## src/aic_regs.svh

```systemverilog
// aic_regs.svh: named constants for the alarm, indicator and link-configuration block
// assumes a single 25 MHz system clock; all timing counts derive from it
`ifndef AIC_REGS_SVH
`define AIC_REGS_SVH

// ----------------------------------------------------------------
// timing
// ----------------------------------------------------------------
`define AIC_CLK_KHZ 25000
`define AIC_BLINK_ON_MS 200
`define AIC_BLINK_OFF_MS 200
`define AIC_BLINK_GAP_MS 1200
`define AIC_ACT_HOLD_MS 50

// ----------------------------------------------------------------
// thresholds and codes
// ----------------------------------------------------------------
`define AIC_TEMP_LIMIT_C 8'h55
`define AIC_COMM_ERR_LAST 2'h2
`define AIC_CAPTURE_AT 2'h2
`define AIC_ADDR_RESET 4'h0
`define AIC_BLINKS_OVERHEAT 4'h2
`define AIC_BLINKS_OVERVOLT 4'h3
`define AIC_BLINKS_OVERFLOW 4'h4
`define AIC_BLINKS_MOTION 4'h7
`define AIC_BLINKS_STORE 4'h9

// ----------------------------------------------------------------
// baud rates in bit/s, indexed by function switches 1..3
// ----------------------------------------------------------------
`define AIC_BAUD_0 20'h02580
`define AIC_BAUD_1 20'h04b00
`define AIC_BAUD_2 20'h09600
`define AIC_BAUD_3 20'h0e100
`define AIC_BAUD_4 20'h1c200
`define AIC_BAUD_5 20'h3d090
`define AIC_BAUD_6 20'h4c4b4
`define AIC_BAUD_7 20'h98968

`endif

```

## src/aic_pkg.sv

```systemverilog
// aic_pkg.sv: types shared by the alarm/indicator block
// assumes aic_regs.svh supplies the numeric constants
package aic_pkg;

	// pins arriving from outside the clock domain
	typedef struct packed {
		logic pos_limit_sensor;
		logic neg_limit_sensor;
		logic mechanical_home_sensor;
		logic slit_sensor;
		logic overvolt_cmp;
		logic alarm_clear;
		logic [3:0] station_address_switch;
		logic [3:0] function_switch_bank;
	} aic_pin_type;

	// status from the motion logic, same clock
	typedef struct packed {
		logic homing_active;
		logic homing_dir_pos;
		logic homing_offset_move;
		logic homing_fail;
		logic three_sensor_mode;
		logic step_timing_output;
		logic encoder_zero_phase_output;
		logic data_invalid;
		logic store_corrupt;
	} aic_motion_type;

	// serial link events, one-cycle pulses except busy
	typedef struct packed {
		logic frame_err;
		logic frame_ok;
		logic busy;
	} aic_link_type;

	typedef struct packed {
		logic [3:0] station_addr;
		logic [2:0] baud_code;
		logic general_master;
	} aic_cfg_type;

	// gray code along idle -> on -> off -> gap
	typedef enum logic [1:0] {
		AIC_ST_IDLE = 2'h0,
		AIC_ST_ON = 2'h1,
		AIC_ST_OFF = 2'h3,
		AIC_ST_GAP = 2'h2
	} aic_blink_type;

endpackage

```

## src/aic_top.sv

```systemverilog
// aic_top.sv: fault latching, alarm blink codes, link indicators and switch decode
// assumes motion and link logic share sys_clk; sensors and switches are raw pins
`timescale 1ns/10ps
`include "aic_regs.svh"
module aic_top
	import aic_pkg::*;
#(
	parameter int unsigned BLINK_ON_CYC = `AIC_BLINK_ON_MS * `AIC_CLK_KHZ,
	parameter int unsigned BLINK_OFF_CYC = `AIC_BLINK_OFF_MS * `AIC_CLK_KHZ,
	parameter int unsigned BLINK_GAP_CYC = `AIC_BLINK_GAP_MS * `AIC_CLK_KHZ,
	parameter int unsigned ACT_HOLD_CYC = `AIC_ACT_HOLD_MS * `AIC_CLK_KHZ,
	parameter int unsigned MS_CYC = `AIC_CLK_KHZ,
	parameter int POS_W = 32,
	parameter int DEV_W = 24
) (
	input wire logic sys_clk, // system clock, 25 MHz
	input wire logic arst_n, // async reset, active low
	input wire aic_pin_type pins, // raw sensor and switch pins
	input wire logic [7:0] temp_c, // internal temperature, deg C
	input wire logic encoder_fitted, // encoder variant strap
	input wire logic [DEV_W-1:0] deviation, // |encoder - command|
	input wire logic [DEV_W-1:0] stepout_band, // stepout detection band
	input wire logic signed [POS_W-1:0] cmd_pos, // commanded position
	input wire logic signed [POS_W-1:0] soft_lim_pos, // positive software limit
	input wire logic signed [POS_W-1:0] soft_lim_neg, // negative software limit
	input wire logic soft_lim_en, // software limits enabled
	input wire aic_motion_type motion, // motion status
	input wire aic_link_type link, // link events
	input wire logic [15:0] timeout_ms, // link timeout, 0 disables
	output logic power_led_q, // power lamp
	output logic alarm_led_q, // alarm lamp
	output logic comm_err_led_q, // link error lamp
	output logic comm_activity_led_q, // link activity lamp
	output logic alarm_active_q, // an alarm is latched
	output logic [3:0] alarm_blinks_q, // blinks per burst
	output aic_cfg_type cfg_q, // captured switch settings
	output logic cfg_valid_q, // cfg_q holds captured values
	output logic [19:0] baud_bps_q // decoded baud rate
);

	// ----------------------------------------------------------------
	// pin synchronisation
	// ----------------------------------------------------------------
	aic_pin_type pin_s;

	aic_sync #(.WIDTH($bits(aic_pin_type))) u_sync (
		.sys_clk(sys_clk),
		.arst_n(arst_n),
		.async_in(pins),
		.sync_out(pin_s)
	);

	function automatic logic [19:0] baud_of(input logic [2:0] code);
		case (code)
			3'h0: baud_of = `AIC_BAUD_0;
			3'h1: baud_of = `AIC_BAUD_1;
			3'h2: baud_of = `AIC_BAUD_2;
			3'h3: baud_of = `AIC_BAUD_3;
			3'h4: baud_of = `AIC_BAUD_4;
			3'h5: baud_of = `AIC_BAUD_5;
			3'h6: baud_of = `AIC_BAUD_6;
			default: baud_of = `AIC_BAUD_7;
		endcase
	endfunction

	// ----------------------------------------------------------------
	// homing observation
	// ----------------------------------------------------------------
	logic homing_q;
	logic seen_pos_q;
	logic seen_neg_q;
	logic seen_home_q;
	logic seen_index_q;
	logic homing_end;

	assign homing_end = homing_q && !motion.homing_active;

	always_ff @(posedge sys_clk or negedge arst_n) begin
		if (!arst_n) begin
			homing_q <= 1'b0;
			seen_pos_q <= 1'b0;
			seen_neg_q <= 1'b0;
			seen_home_q <= 1'b0;
			seen_index_q <= 1'b0;
		end else begin
			homing_q <= motion.homing_active;
			if (!motion.homing_active) begin
				seen_pos_q <= 1'b0;
				seen_neg_q <= 1'b0;
				seen_home_q <= 1'b0;
				seen_index_q <= 1'b0;
			end else begin
				seen_pos_q <= seen_pos_q | pin_s.pos_limit_sensor;
				seen_neg_q <= seen_neg_q | pin_s.neg_limit_sensor;
				seen_home_q <= seen_home_q | pin_s.mechanical_home_sensor;
				seen_index_q <= seen_index_q | pin_s.slit_sensor | motion.step_timing_output
					| motion.encoder_zero_phase_output;
			end
		end
	end

	// ----------------------------------------------------------------
	// link error count and timeout
	// ----------------------------------------------------------------
	logic [1:0] err_cnt_q;
	logic comm_err_trip;
	logic [31:0] ms_pre_q;
	logic [15:0] ms_cnt_q;
	logic comm_to_trip;

	assign comm_err_trip = link.frame_err && (err_cnt_q == `AIC_COMM_ERR_LAST);
	assign comm_to_trip = (timeout_ms != 16'h0000) && (ms_cnt_q >= timeout_ms);

	always_ff @(posedge sys_clk or negedge arst_n) begin
		if (!arst_n) begin
			err_cnt_q <= 2'h0;
		end else if (link.frame_err) begin
			if (err_cnt_q != 2'h3) begin
				err_cnt_q <= err_cnt_q + 2'h1;
			end
		end else if (link.frame_ok) begin
			err_cnt_q <= 2'h0;
		end
	end

	// the host must exchange within timeout_ms; the count restarts on every good frame
	always_ff @(posedge sys_clk or negedge arst_n) begin
		if (!arst_n) begin
			ms_pre_q <= 32'h0;
			ms_cnt_q <= 16'h0000;
		end else if (link.frame_ok) begin
			ms_pre_q <= 32'h0;
			ms_cnt_q <= 16'h0000;
		end else if (ms_pre_q >= 32'(MS_CYC - 1)) begin
			ms_pre_q <= 32'h0;
			if (ms_cnt_q != 16'hffff) begin
				ms_cnt_q <= ms_cnt_q + 16'h0001;
			end
		end else begin
			ms_pre_q <= ms_pre_q + 32'h1;
		end
	end

	// ----------------------------------------------------------------
	// fault detection and classification
	// ----------------------------------------------------------------
	logic f_overheat;
	logic f_overvolt;
	logic f_overflow;
	logic f_motion;
	logic f_store;
	logic any_fault;
	logic [3:0] blinks_d;
	logic clear_q;
	logic clear_rise;

	always_comb begin
		f_overheat = temp_c > `AIC_TEMP_LIMIT_C;
		f_overvolt = pin_s.overvolt_cmp;
		f_overflow = encoder_fitted && (deviation >= stepout_band);
		f_store = motion.store_corrupt;
		f_motion = (pin_s.pos_limit_sensor && pin_s.neg_limit_sensor)
			|| (motion.homing_active && (motion.homing_dir_pos ?
				pin_s.neg_limit_sensor : pin_s.pos_limit_sensor))
			|| motion.homing_fail
			|| (motion.homing_active && motion.three_sensor_mode && seen_pos_q
				&& seen_neg_q && !seen_home_q)
			|| (homing_end && !seen_index_q)
			|| (!motion.homing_active
				&& (pin_s.pos_limit_sensor || pin_s.neg_limit_sensor))
			|| (soft_lim_en && (cmd_pos >= soft_lim_pos || cmd_pos <= soft_lim_neg))
			|| (motion.homing_active && motion.homing_offset_move
				&& (pin_s.pos_limit_sensor || pin_s.neg_limit_sensor))
			|| motion.data_invalid
			|| comm_err_trip
			|| comm_to_trip;
		any_fault = f_overheat || f_overvolt || f_overflow || f_motion || f_store;
		if (f_overheat) begin
			blinks_d = `AIC_BLINKS_OVERHEAT;
		end else if (f_overvolt) begin
			blinks_d = `AIC_BLINKS_OVERVOLT;
		end else if (f_overflow) begin
			blinks_d = `AIC_BLINKS_OVERFLOW;
		end else if (f_motion) begin
			blinks_d = `AIC_BLINKS_MOTION;
		end else begin
			blinks_d = `AIC_BLINKS_STORE;
		end
	end

	assign clear_rise = pin_s.alarm_clear && !clear_q;

	// first fault wins the code; a fault still present blocks the clear
	always_ff @(posedge sys_clk or negedge arst_n) begin
		if (!arst_n) begin
			clear_q <= 1'b0;
			alarm_active_q <= 1'b0;
			alarm_blinks_q <= 4'h0;
		end else begin
			clear_q <= pin_s.alarm_clear;
			if (!alarm_active_q && any_fault) begin
				alarm_active_q <= 1'b1;
				alarm_blinks_q <= blinks_d;
			end else if (alarm_active_q && clear_rise && !any_fault) begin
				alarm_active_q <= 1'b0;
				alarm_blinks_q <= 4'h0;
			end
		end
	end

	// ----------------------------------------------------------------
	// alarm lamp blink sequencer
	// ----------------------------------------------------------------
	aic_blink_type st_q;
	aic_blink_type st_d;
	logic [31:0] tmr_q;
	logic [3:0] left_q;
	logic tmr_done;

	assign tmr_done = (tmr_q == 32'h0);

	always_comb begin
		st_d = st_q;
		if (!alarm_active_q) begin
			st_d = AIC_ST_IDLE;
		end else begin
			case (st_q)
				AIC_ST_IDLE: st_d = AIC_ST_ON;
				AIC_ST_ON: if (tmr_done) st_d = AIC_ST_OFF;
				AIC_ST_OFF: if (tmr_done) st_d = (left_q <= 4'h1) ? AIC_ST_GAP : AIC_ST_ON;
				AIC_ST_GAP: if (tmr_done) st_d = AIC_ST_ON;
				default: st_d = AIC_ST_IDLE;
			endcase
		end
	end

	always_ff @(posedge sys_clk or negedge arst_n) begin
		if (!arst_n) begin
			st_q <= AIC_ST_IDLE;
			tmr_q <= 32'h0;
			left_q <= 4'h0;
			alarm_led_q <= 1'b0;
		end else begin
			st_q <= st_d;
			alarm_led_q <= (st_d == AIC_ST_ON);
			if (st_d != st_q) begin
				case (st_d)
					AIC_ST_ON: tmr_q <= 32'(BLINK_ON_CYC - 1);
					AIC_ST_OFF: tmr_q <= 32'(BLINK_OFF_CYC - 1);
					AIC_ST_GAP: tmr_q <= 32'(BLINK_GAP_CYC - 1);
					default: tmr_q <= 32'h0;
				endcase
			end else if (!tmr_done) begin
				tmr_q <= tmr_q - 32'h1;
			end
			if (st_q != AIC_ST_OFF && st_d == AIC_ST_ON && st_q != AIC_ST_ON) begin
				left_q <= alarm_blinks_q;
			end else if (st_q == AIC_ST_OFF && st_d != AIC_ST_OFF) begin
				left_q <= left_q - 4'h1;
			end
		end
	end

	// ----------------------------------------------------------------
	// link lamps
	// ----------------------------------------------------------------
	logic [31:0] act_tmr_q;

	// set wins: an error in the same cycle as a good frame keeps the lamp lit
	always_ff @(posedge sys_clk or negedge arst_n) begin
		if (!arst_n) begin
			comm_err_led_q <= 1'b0;
		end else if (link.frame_err) begin
			comm_err_led_q <= 1'b1;
		end else if (link.frame_ok) begin
			comm_err_led_q <= 1'b0;
		end
	end

	// stretched so a short frame is still visible
	always_ff @(posedge sys_clk or negedge arst_n) begin
		if (!arst_n) begin
			act_tmr_q <= 32'h0;
			comm_activity_led_q <= 1'b0;
		end else if (link.frame_ok || link.busy) begin
			act_tmr_q <= 32'(ACT_HOLD_CYC - 1);
			comm_activity_led_q <= 1'b1;
		end else begin
			if (act_tmr_q != 32'h0) begin
				act_tmr_q <= act_tmr_q - 32'h1;
			end
			comm_activity_led_q <= (act_tmr_q != 32'h0);
		end
	end

	// ----------------------------------------------------------------
	// switch capture after reset
	// ----------------------------------------------------------------
	logic [1:0] cap_cnt_q;

	// wait for the synchroniser to fill, then latch once; later switch moves are ignored
	always_ff @(posedge sys_clk or negedge arst_n) begin
		if (!arst_n) begin
			cap_cnt_q <= 2'h0;
			cfg_valid_q <= 1'b0;
			cfg_q <= '{station_addr: `AIC_ADDR_RESET, baud_code: 3'h0, general_master: 1'b0};
			baud_bps_q <= `AIC_BAUD_0;
			power_led_q <= 1'b0;
		end else begin
			power_led_q <= 1'b1;
			if (cap_cnt_q != 2'h3) begin
				cap_cnt_q <= cap_cnt_q + 2'h1;
			end
			if (cap_cnt_q == `AIC_CAPTURE_AT) begin
				cfg_valid_q <= 1'b1;
				cfg_q.station_addr <= pin_s.station_address_switch;
				cfg_q.baud_code <= pin_s.function_switch_bank[2:0];
				cfg_q.general_master <= pin_s.function_switch_bank[3];
				baud_bps_q <= baud_of(pin_s.function_switch_bank[2:0]);
			end
		end
	end
endmodule // aic_top

```

## src/aic_sync.sv

```systemverilog
// aic_sync.sv: two-flop synchroniser for a bundle of pin levels
// assumes each bit is an independent slow level; no bus coherence
`timescale 1ns/10ps
module aic_sync #(
	parameter int WIDTH = 1
) (
	input wire logic sys_clk, // system clock
	input wire logic arst_n, // async reset, active low
	input wire logic [WIDTH-1:0] async_in, // raw pin levels
	output logic [WIDTH-1:0] sync_out // synchronised levels
);
	logic [WIDTH-1:0] meta_q;

	always_ff @(posedge sys_clk or negedge arst_n) begin
		if (!arst_n) begin
			meta_q <= '0;
			sync_out <= '0;
		end else begin
			meta_q <= async_in;
			sync_out <= meta_q;
		end
	end
endmodule // aic_sync

```

## config.mk

```make
export PLATFORM = sky130hd
export DESIGN_NAME = aic_top
export DESIGN_NICKNAME = d
export VERILOG_FILES = /design/src/aic_pkg.sv /design/src/aic_top.sv /design/src/aic_sync.sv
export VERILOG_INCLUDE_DIRS = /design/src
export SDC_FILE = /design/constraint.sdc
export NUM_CORES = 1
export LEC_CHECK = 0
export ABC_CLOCK_PERIOD_IN_PS = 8000
export CORE_ASPECT_RATIO = 1.4
export CORE_MARGIN = 4
export CORE_UTILIZATION = 45
export DETAILED_ROUTE_END_ITERATION = 10
export DONT_BUFFER_PORTS = 1
export GPL_ROUTABILITY_DRIVEN = 0
export SYNTH_ARGS = -nofsm -noshare
export SYNTH_HDL_FRONTEND = slang
export SYNTH_SLANG_ARGS = --single-unit
```

## constraint.sdc

```tcl
create_clock -name sys_clk -period 8 [get_ports sys_clk]
set_input_delay 1.6 -clock sys_clk [delete_from_list [all_inputs] [get_ports sys_clk]]
set_output_delay 1.6 -clock sys_clk [all_outputs]
set_load 0.01 [all_outputs]
```

Yosys cells after proc, flatten, opt, wreduce, memory -nomap -nowiden
Cells that the tools add are included.

Add/sub/neg operators: 7. Order comparisons: 7. Equality and inequality tests: 23. Muxes and demuxes: 38. Bitwise gates (word level): 6. Reduce and logical (&&, ||, !) cells: 59.

Operators by type and width (number): two-way mux 32 bit (6); case mux 20 bit (7 select lines) (1); subtractor 32 x 1 -> 32 bit (second input constant) (2); case mux 25 bit (2 select lines) (1); two-way mux 16 bit (3); adder 32 x 1 -> 32 bit (second input constant) (1); greater-or-equal comparator 32 x 15 -> 1 bit (second input constant) (1); greater-or-equal comparator 32 bit (1); less-or-equal comparator 32 bit (1); zero test 32 bit (1); two-way mux 4 bit (8); nonzero test 32 bit (1); greater-or-equal comparator 24 bit (1); logical AND 1 bit (22); logical OR 1 bit (17); adder 16 x 1 -> 16 bit (second input constant) (1); greater-or-equal comparator 16 bit (1); two-way mux 2 bit (8); != test 16 bit (second input constant) (1); nonzero test 16 bit (1); == test 2 bit (second input constant) (6); nonzero test 2 bit (6); two-way mux 1 bit (10); == test 3 bit (second input constant) (3); other kinds (17) (36).

Flip-flop bits (word level): 194. Bits of input ports: 198. Output and inout bits: 38. Word-level logic and storage cells: 167.

Logic depth before layout (Yosys ltp)
Depth after elaboration: 18. Depth in mapped cells: 10. Depth with buffers taken out: 10.

By module
A second synthesis with hierarchy kept.

Cell total of the unflattened synthesis: 1147. Area, all modules: 10943.0 µm².

By module, submodules not included: aic_top (instances 1, cells an instance 1119, area each 10242.3 µm², sequential area each 4033.9 µm²); aic_sync (instances 1, cells an instance 28, area each 700.7 µm², sequential area each 700.7 µm²).

Worst setup path after synthesis
Ideal clock, no wire load.

Path kind: input -> register. Start point: input soft_lim_pos[27]. End point: register alarm_blinks_q[3]. Library setup time: 94 ps. Data arrival time: 3976 ps. Required time: 7906 ps. Slack: 3930 ps. Cell stages on the path: 10. Path buffers: 0. Cells stage by stage: inv_1 -> ha_1 -> a21oi_1 -> o22ai_1 -> o31a_1 -> a2111oi_0 -> a2bb2oi_1 -> o41a_1 -> or4_1 -> a211oi_1.

Cells in the longest elaborated chain, start to end: 13. Elaborated cells between the ends (all ways): 19. Those cells by class: order compare (1); mux (5); reduce/logical (13).

RTL lines: start, declared (line aic_top.sv:24) `input wire logic signed [POS_W-1:0] soft_lim_pos,`; greater-or-equal comparator 32 bit (*) (line aic_top.sv:171) `|| (soft_lim_en && (cmd_pos >= soft_lim_pos || cmd_pos <= soft_lim_neg))`; logical OR 1 bit (*) (line aic_top.sv:171); logical AND 1 bit (*) (line aic_top.sv:171); logical OR 1 bit (*) (line aic_top.sv:171); logical OR 1 bit (*) (line aic_top.sv:172) `|| (motion.homing_active && motion.homing_offset_move`; logical OR 1 bit (*) (line aic_top.sv:174) `|| motion.data_invalid`; logical OR 1 bit (*) (line aic_top.sv:175) `|| comm_err_trip`; logical OR 1 bit (*) (line aic_top.sv:176) `|| comm_to_trip;`; two-way mux 4 bit or logical OR 1 bit (tied branches) (line aic_top.sv:184, aic_top.sv:177); two-way mux 4 bit or logical OR 1 bit (tied branches) (line aic_top.sv:182, aic_top.sv:177); two-way mux 4 bit or zero test 1 bit (tied branches) (line aic_top.sv:180, aic_top.sv:204); two-way mux 4 bit or logical AND 1 bit (tied branches) (line aic_top.sv:178, aic_top.sv:204); two-way mux 4 bit or nonzero test 2 bit (tied branches); end signal, assigned (line aic_top.sv:203) `alarm_blinks_q <= blinks_d;`; end, declared (line aic_top.sv:35) `output logic [3:0] alarm_blinks_q,`.

Every way passes the cells marked *; elsewhere a longest branch is shown, timed or not. A chain may end at the register's enable or synchronous reset.

Final worst setup path
Start point: input soft_lim_pos[21]. End point: register alarm_blinks_q[3].

Same word-level chain as after synthesis.

==> reports/qor.yml <==
cpMaxStageDelayCell: "o41a_1"
synth-seq-cells: 189
die-width_microns: 139
maxSlewViolCount: 0
period_minus_slack_ns: 3.98
path_buf_inv: 1
power_density_nw_per_um2: 183
drt_iter0_markers: 302
htree_levels: 4
min_period_over_period: 0.498
avgViaCountPerCell: 5.38
cts_sinks: 189
cp.arrival_ns: 4.34
wl_per_cell_microns: 15.7
finalSetupViolCount: 0
r2r_end: "tmr_q[3]"
overflow: 0
use_met3: 0.0461
critPathCaptureType: "flop"
met2_usage: 0.324
rows: 67
netlist_instances: 1146
skew_ns: 0.0175
cp_data_required_time_ns: 8.36
vias: 8000
first_pass_iters: 4
yosysUniqueCellTypes: 74
drc_errors: 0
dp_cells: 1455
io-pin-count: 236
drv_cap: 0
ir_drop_mv: 0.168
worst_pin_slew_ns: 0.773
clkLatencyLatePin_ns: 0.44
post_cts_buffers: 0
final.setup.tns_ns: 0
final-seq-area_sq_um: 4730
drive_gt1_frac: 0.0671
avgSynthCellArea_sq_um: 9.50
regToRegSetupSlack_ns: 4.60
status: "completed"
post-dp-hpwl_microns: 18000
fin_cells: 1488
clkSlewWorstSetupHoldPaths_ns: 0.07
fillCellCount: 2243
ys_warn_count: 0
antenna_left: 0
cpPeakStageDelay_ns: 0.55
min_from: "u_sync.meta_q[3]"
numCtsBuffers: 17
ys.flop_type: "dfrtp_1"
wl_microns: 23400
cts_hold_buf: 0
p_leak_nw: 5.55
start_kind: "input pin"
start_util: 0.456
die_area_sq_um: 26800
areaGrowthSynthToFinish_pct: 9.31
grt_pass1_wl_microns: 39300
ctsResizeCount: 0
rsz0062_at_grt: "no"
postLayoutCellArea_sq_um: 11900
synth.most_common_cell: "dfrtp_1"
cp_cell_sequence: "inv_1, ha_1, a211oi_1, o221ai_1, a2111oi_0, a2bb2oi_1, o41a_1, or4_1, a211oi_1"
worstPathMaxFanout: 7
core_area_sq_um: 23900
synth_area_leaders: "dfrtp_1 43%, ha_1 13%, inv_1 4.7%, nor2_1 4.0%, xnor2_1 3.3%"
portBuffers: 0
synth_top_area_cell: "dfrtp_1"
synth_edf_count: 0
whs_endpoint: "u_sync.sync_out[3]"
r2r-start: "tmr_q[15]"
num-nets-final: 1476
worst-setup-path-type: "input pin to flop"
grt_max_degree: 190
synthArstFlopShare: 1.00
antenna_found_initial: 1
cts_tree: "done"
gr-usage-met1: 0.209
syn_area_sq_um: 10900
ys_seq_area_frac: 0.435
dieHeight_microns: 192
multi_input_area_sq_um: 5600
min_path_cells: 0
slew-limit-headroom: 0.480
ys_top_cells_by_count: "185 x dfrtp_1, 136 x inv_1, 117 x nor2_1"
cp_common_cell: "a211oi_1"
synth_top_area_frac: 0.425
hold_viol: 0
cpLargestDelayFamily: "compound AO/OA/AOI/OAI gates"
fmax_ghz: 0.251
hold_path.class: "flop to flop"
grt_usage: 0.180
grt_pass1_vias: 8285
r2r_cells: 7
grt-busiest-layer: "met2"
clock-root-buffer: "clkbuf_16"
place_area_sq_um: 11300
clock_path_buffers: 2
## sequential cells by signal (all words and copies together), names as in the netlist, 2 cells and up
signal           flops
act_tmr_q           32
ms_pre_q            32
tmr_q               32
ms_cnt_q            16
baud_bps_q          15
u_sync.meta_q       14
u_sync.sync_out     14
cfg_q                8
alarm_blinks_q       4
left_q               4
cap_cnt_q            2
err_cnt_q            2
st_q                 2
## routing by layer
| metal | vias up | part of all wire |
|---|---|---|
| met5 | - | 0 |
| met4 | 0 | 0.017 |
| met3 | 31 | 0.055 |
| met2 | 210 | 0.51 |
| met1 | 3769 | 0.42 |
| li1 | 3990 | - |
## cells by family after synthesis
| kind of cell | share of synthesized area |
|---|---|
| muxes | 0.0120 |
| xor gates and xnor gates | 0.0571 |
| and+or+nand+nor | 0.186 |
| adders and majority gates | 0.131 |
| buffers and inverters | 0.0568 |
| AOI/OAI and AO/OA | 0.121 |
| other | 0.000690 |
| DFF | 0.435 |
## worst register-to-register path: stages (launching register included)
cell,delay (ns)
dfrtp_1,0.43
or4_4,0.56
or4_4,0.45
nor3_1,0.25
nand4_2,0.48
a21oi_4,0.64
nand2_1,0.33
o21ai_0,0.17
## cell usage in the layout, fill, tap and decap left out, drive strengths merged, types with 5 or more instances in the layout
cell,n
dfrtp,185
inv,141
nor2,119
ha,114
nand2,72
a21oi,69
o21ai,59
xnor2,41
nor3,36
xor2,30
nand3,30
nor4,23
conb,20
or3,20
a21o,19
nand4,18
clkbuf,17
or4,12
nand2b,11
nor2b,10
and3,9
or2,9
a211oi,8
mux2,8
o22ai,6
o211ai,5
clkinv,5
## power by group
group / leakage (nW) / internal, mW / switching [mW]
clock: 0.303 / 0.504 / 0.400
combinational: 2.95 / 0.103 / 0.108
sequential: 2.30 / 1.01 / 0.0535
## metrics by stage
stage / power [mW] / setup slack, ns / util / hold slack (ns)
floorplan: 1.24 / 3.93 / - / 0.331
global placement: 1.29 / 3.62 / 0.471 / 0.332
detailed placement: 1.30 / 3.55 / 0.471 / 0.336
CTS: 2.21 / 4.02 / 0.498 / 0.350
global route: 2.29 / 3.87 / 0.498 / 0.356
finish: 2.18 / 4.02 / 0.498 / 0.347
## area by class of cell
class,count,share of cell area
Timing Repair Buffer,4,0.00252
Inverter,136,0.0429
Tap cell,310,0.0326
Clock inverter,15,0.0175
Multi-Input combinational cell,816,0.471
Sequential cell,189,0.398
Clock buffer,17,0.0358
Antenna cell,1,0.000210
## worst max-delay path by stage
stage,endpoint,slack [ns],startpoint,depth (start not counted)
CTS,alarm_blinks_q[3],4.02,soft_lim_pos[17],10
finish,alarm_blinks_q[3],4.02,soft_lim_pos[21],9
global placement,alarm_blinks_q[3],3.62,soft_lim_pos[5],10
detailed placement,alarm_blinks_q[3],3.55,soft_lim_pos[17],10
floorplan,alarm_blinks_q[3],3.93,soft_lim_pos[27],10
global route,alarm_blinks_q[3],3.87,soft_lim_pos[21],9
Power figures use the tool's default switching activity.
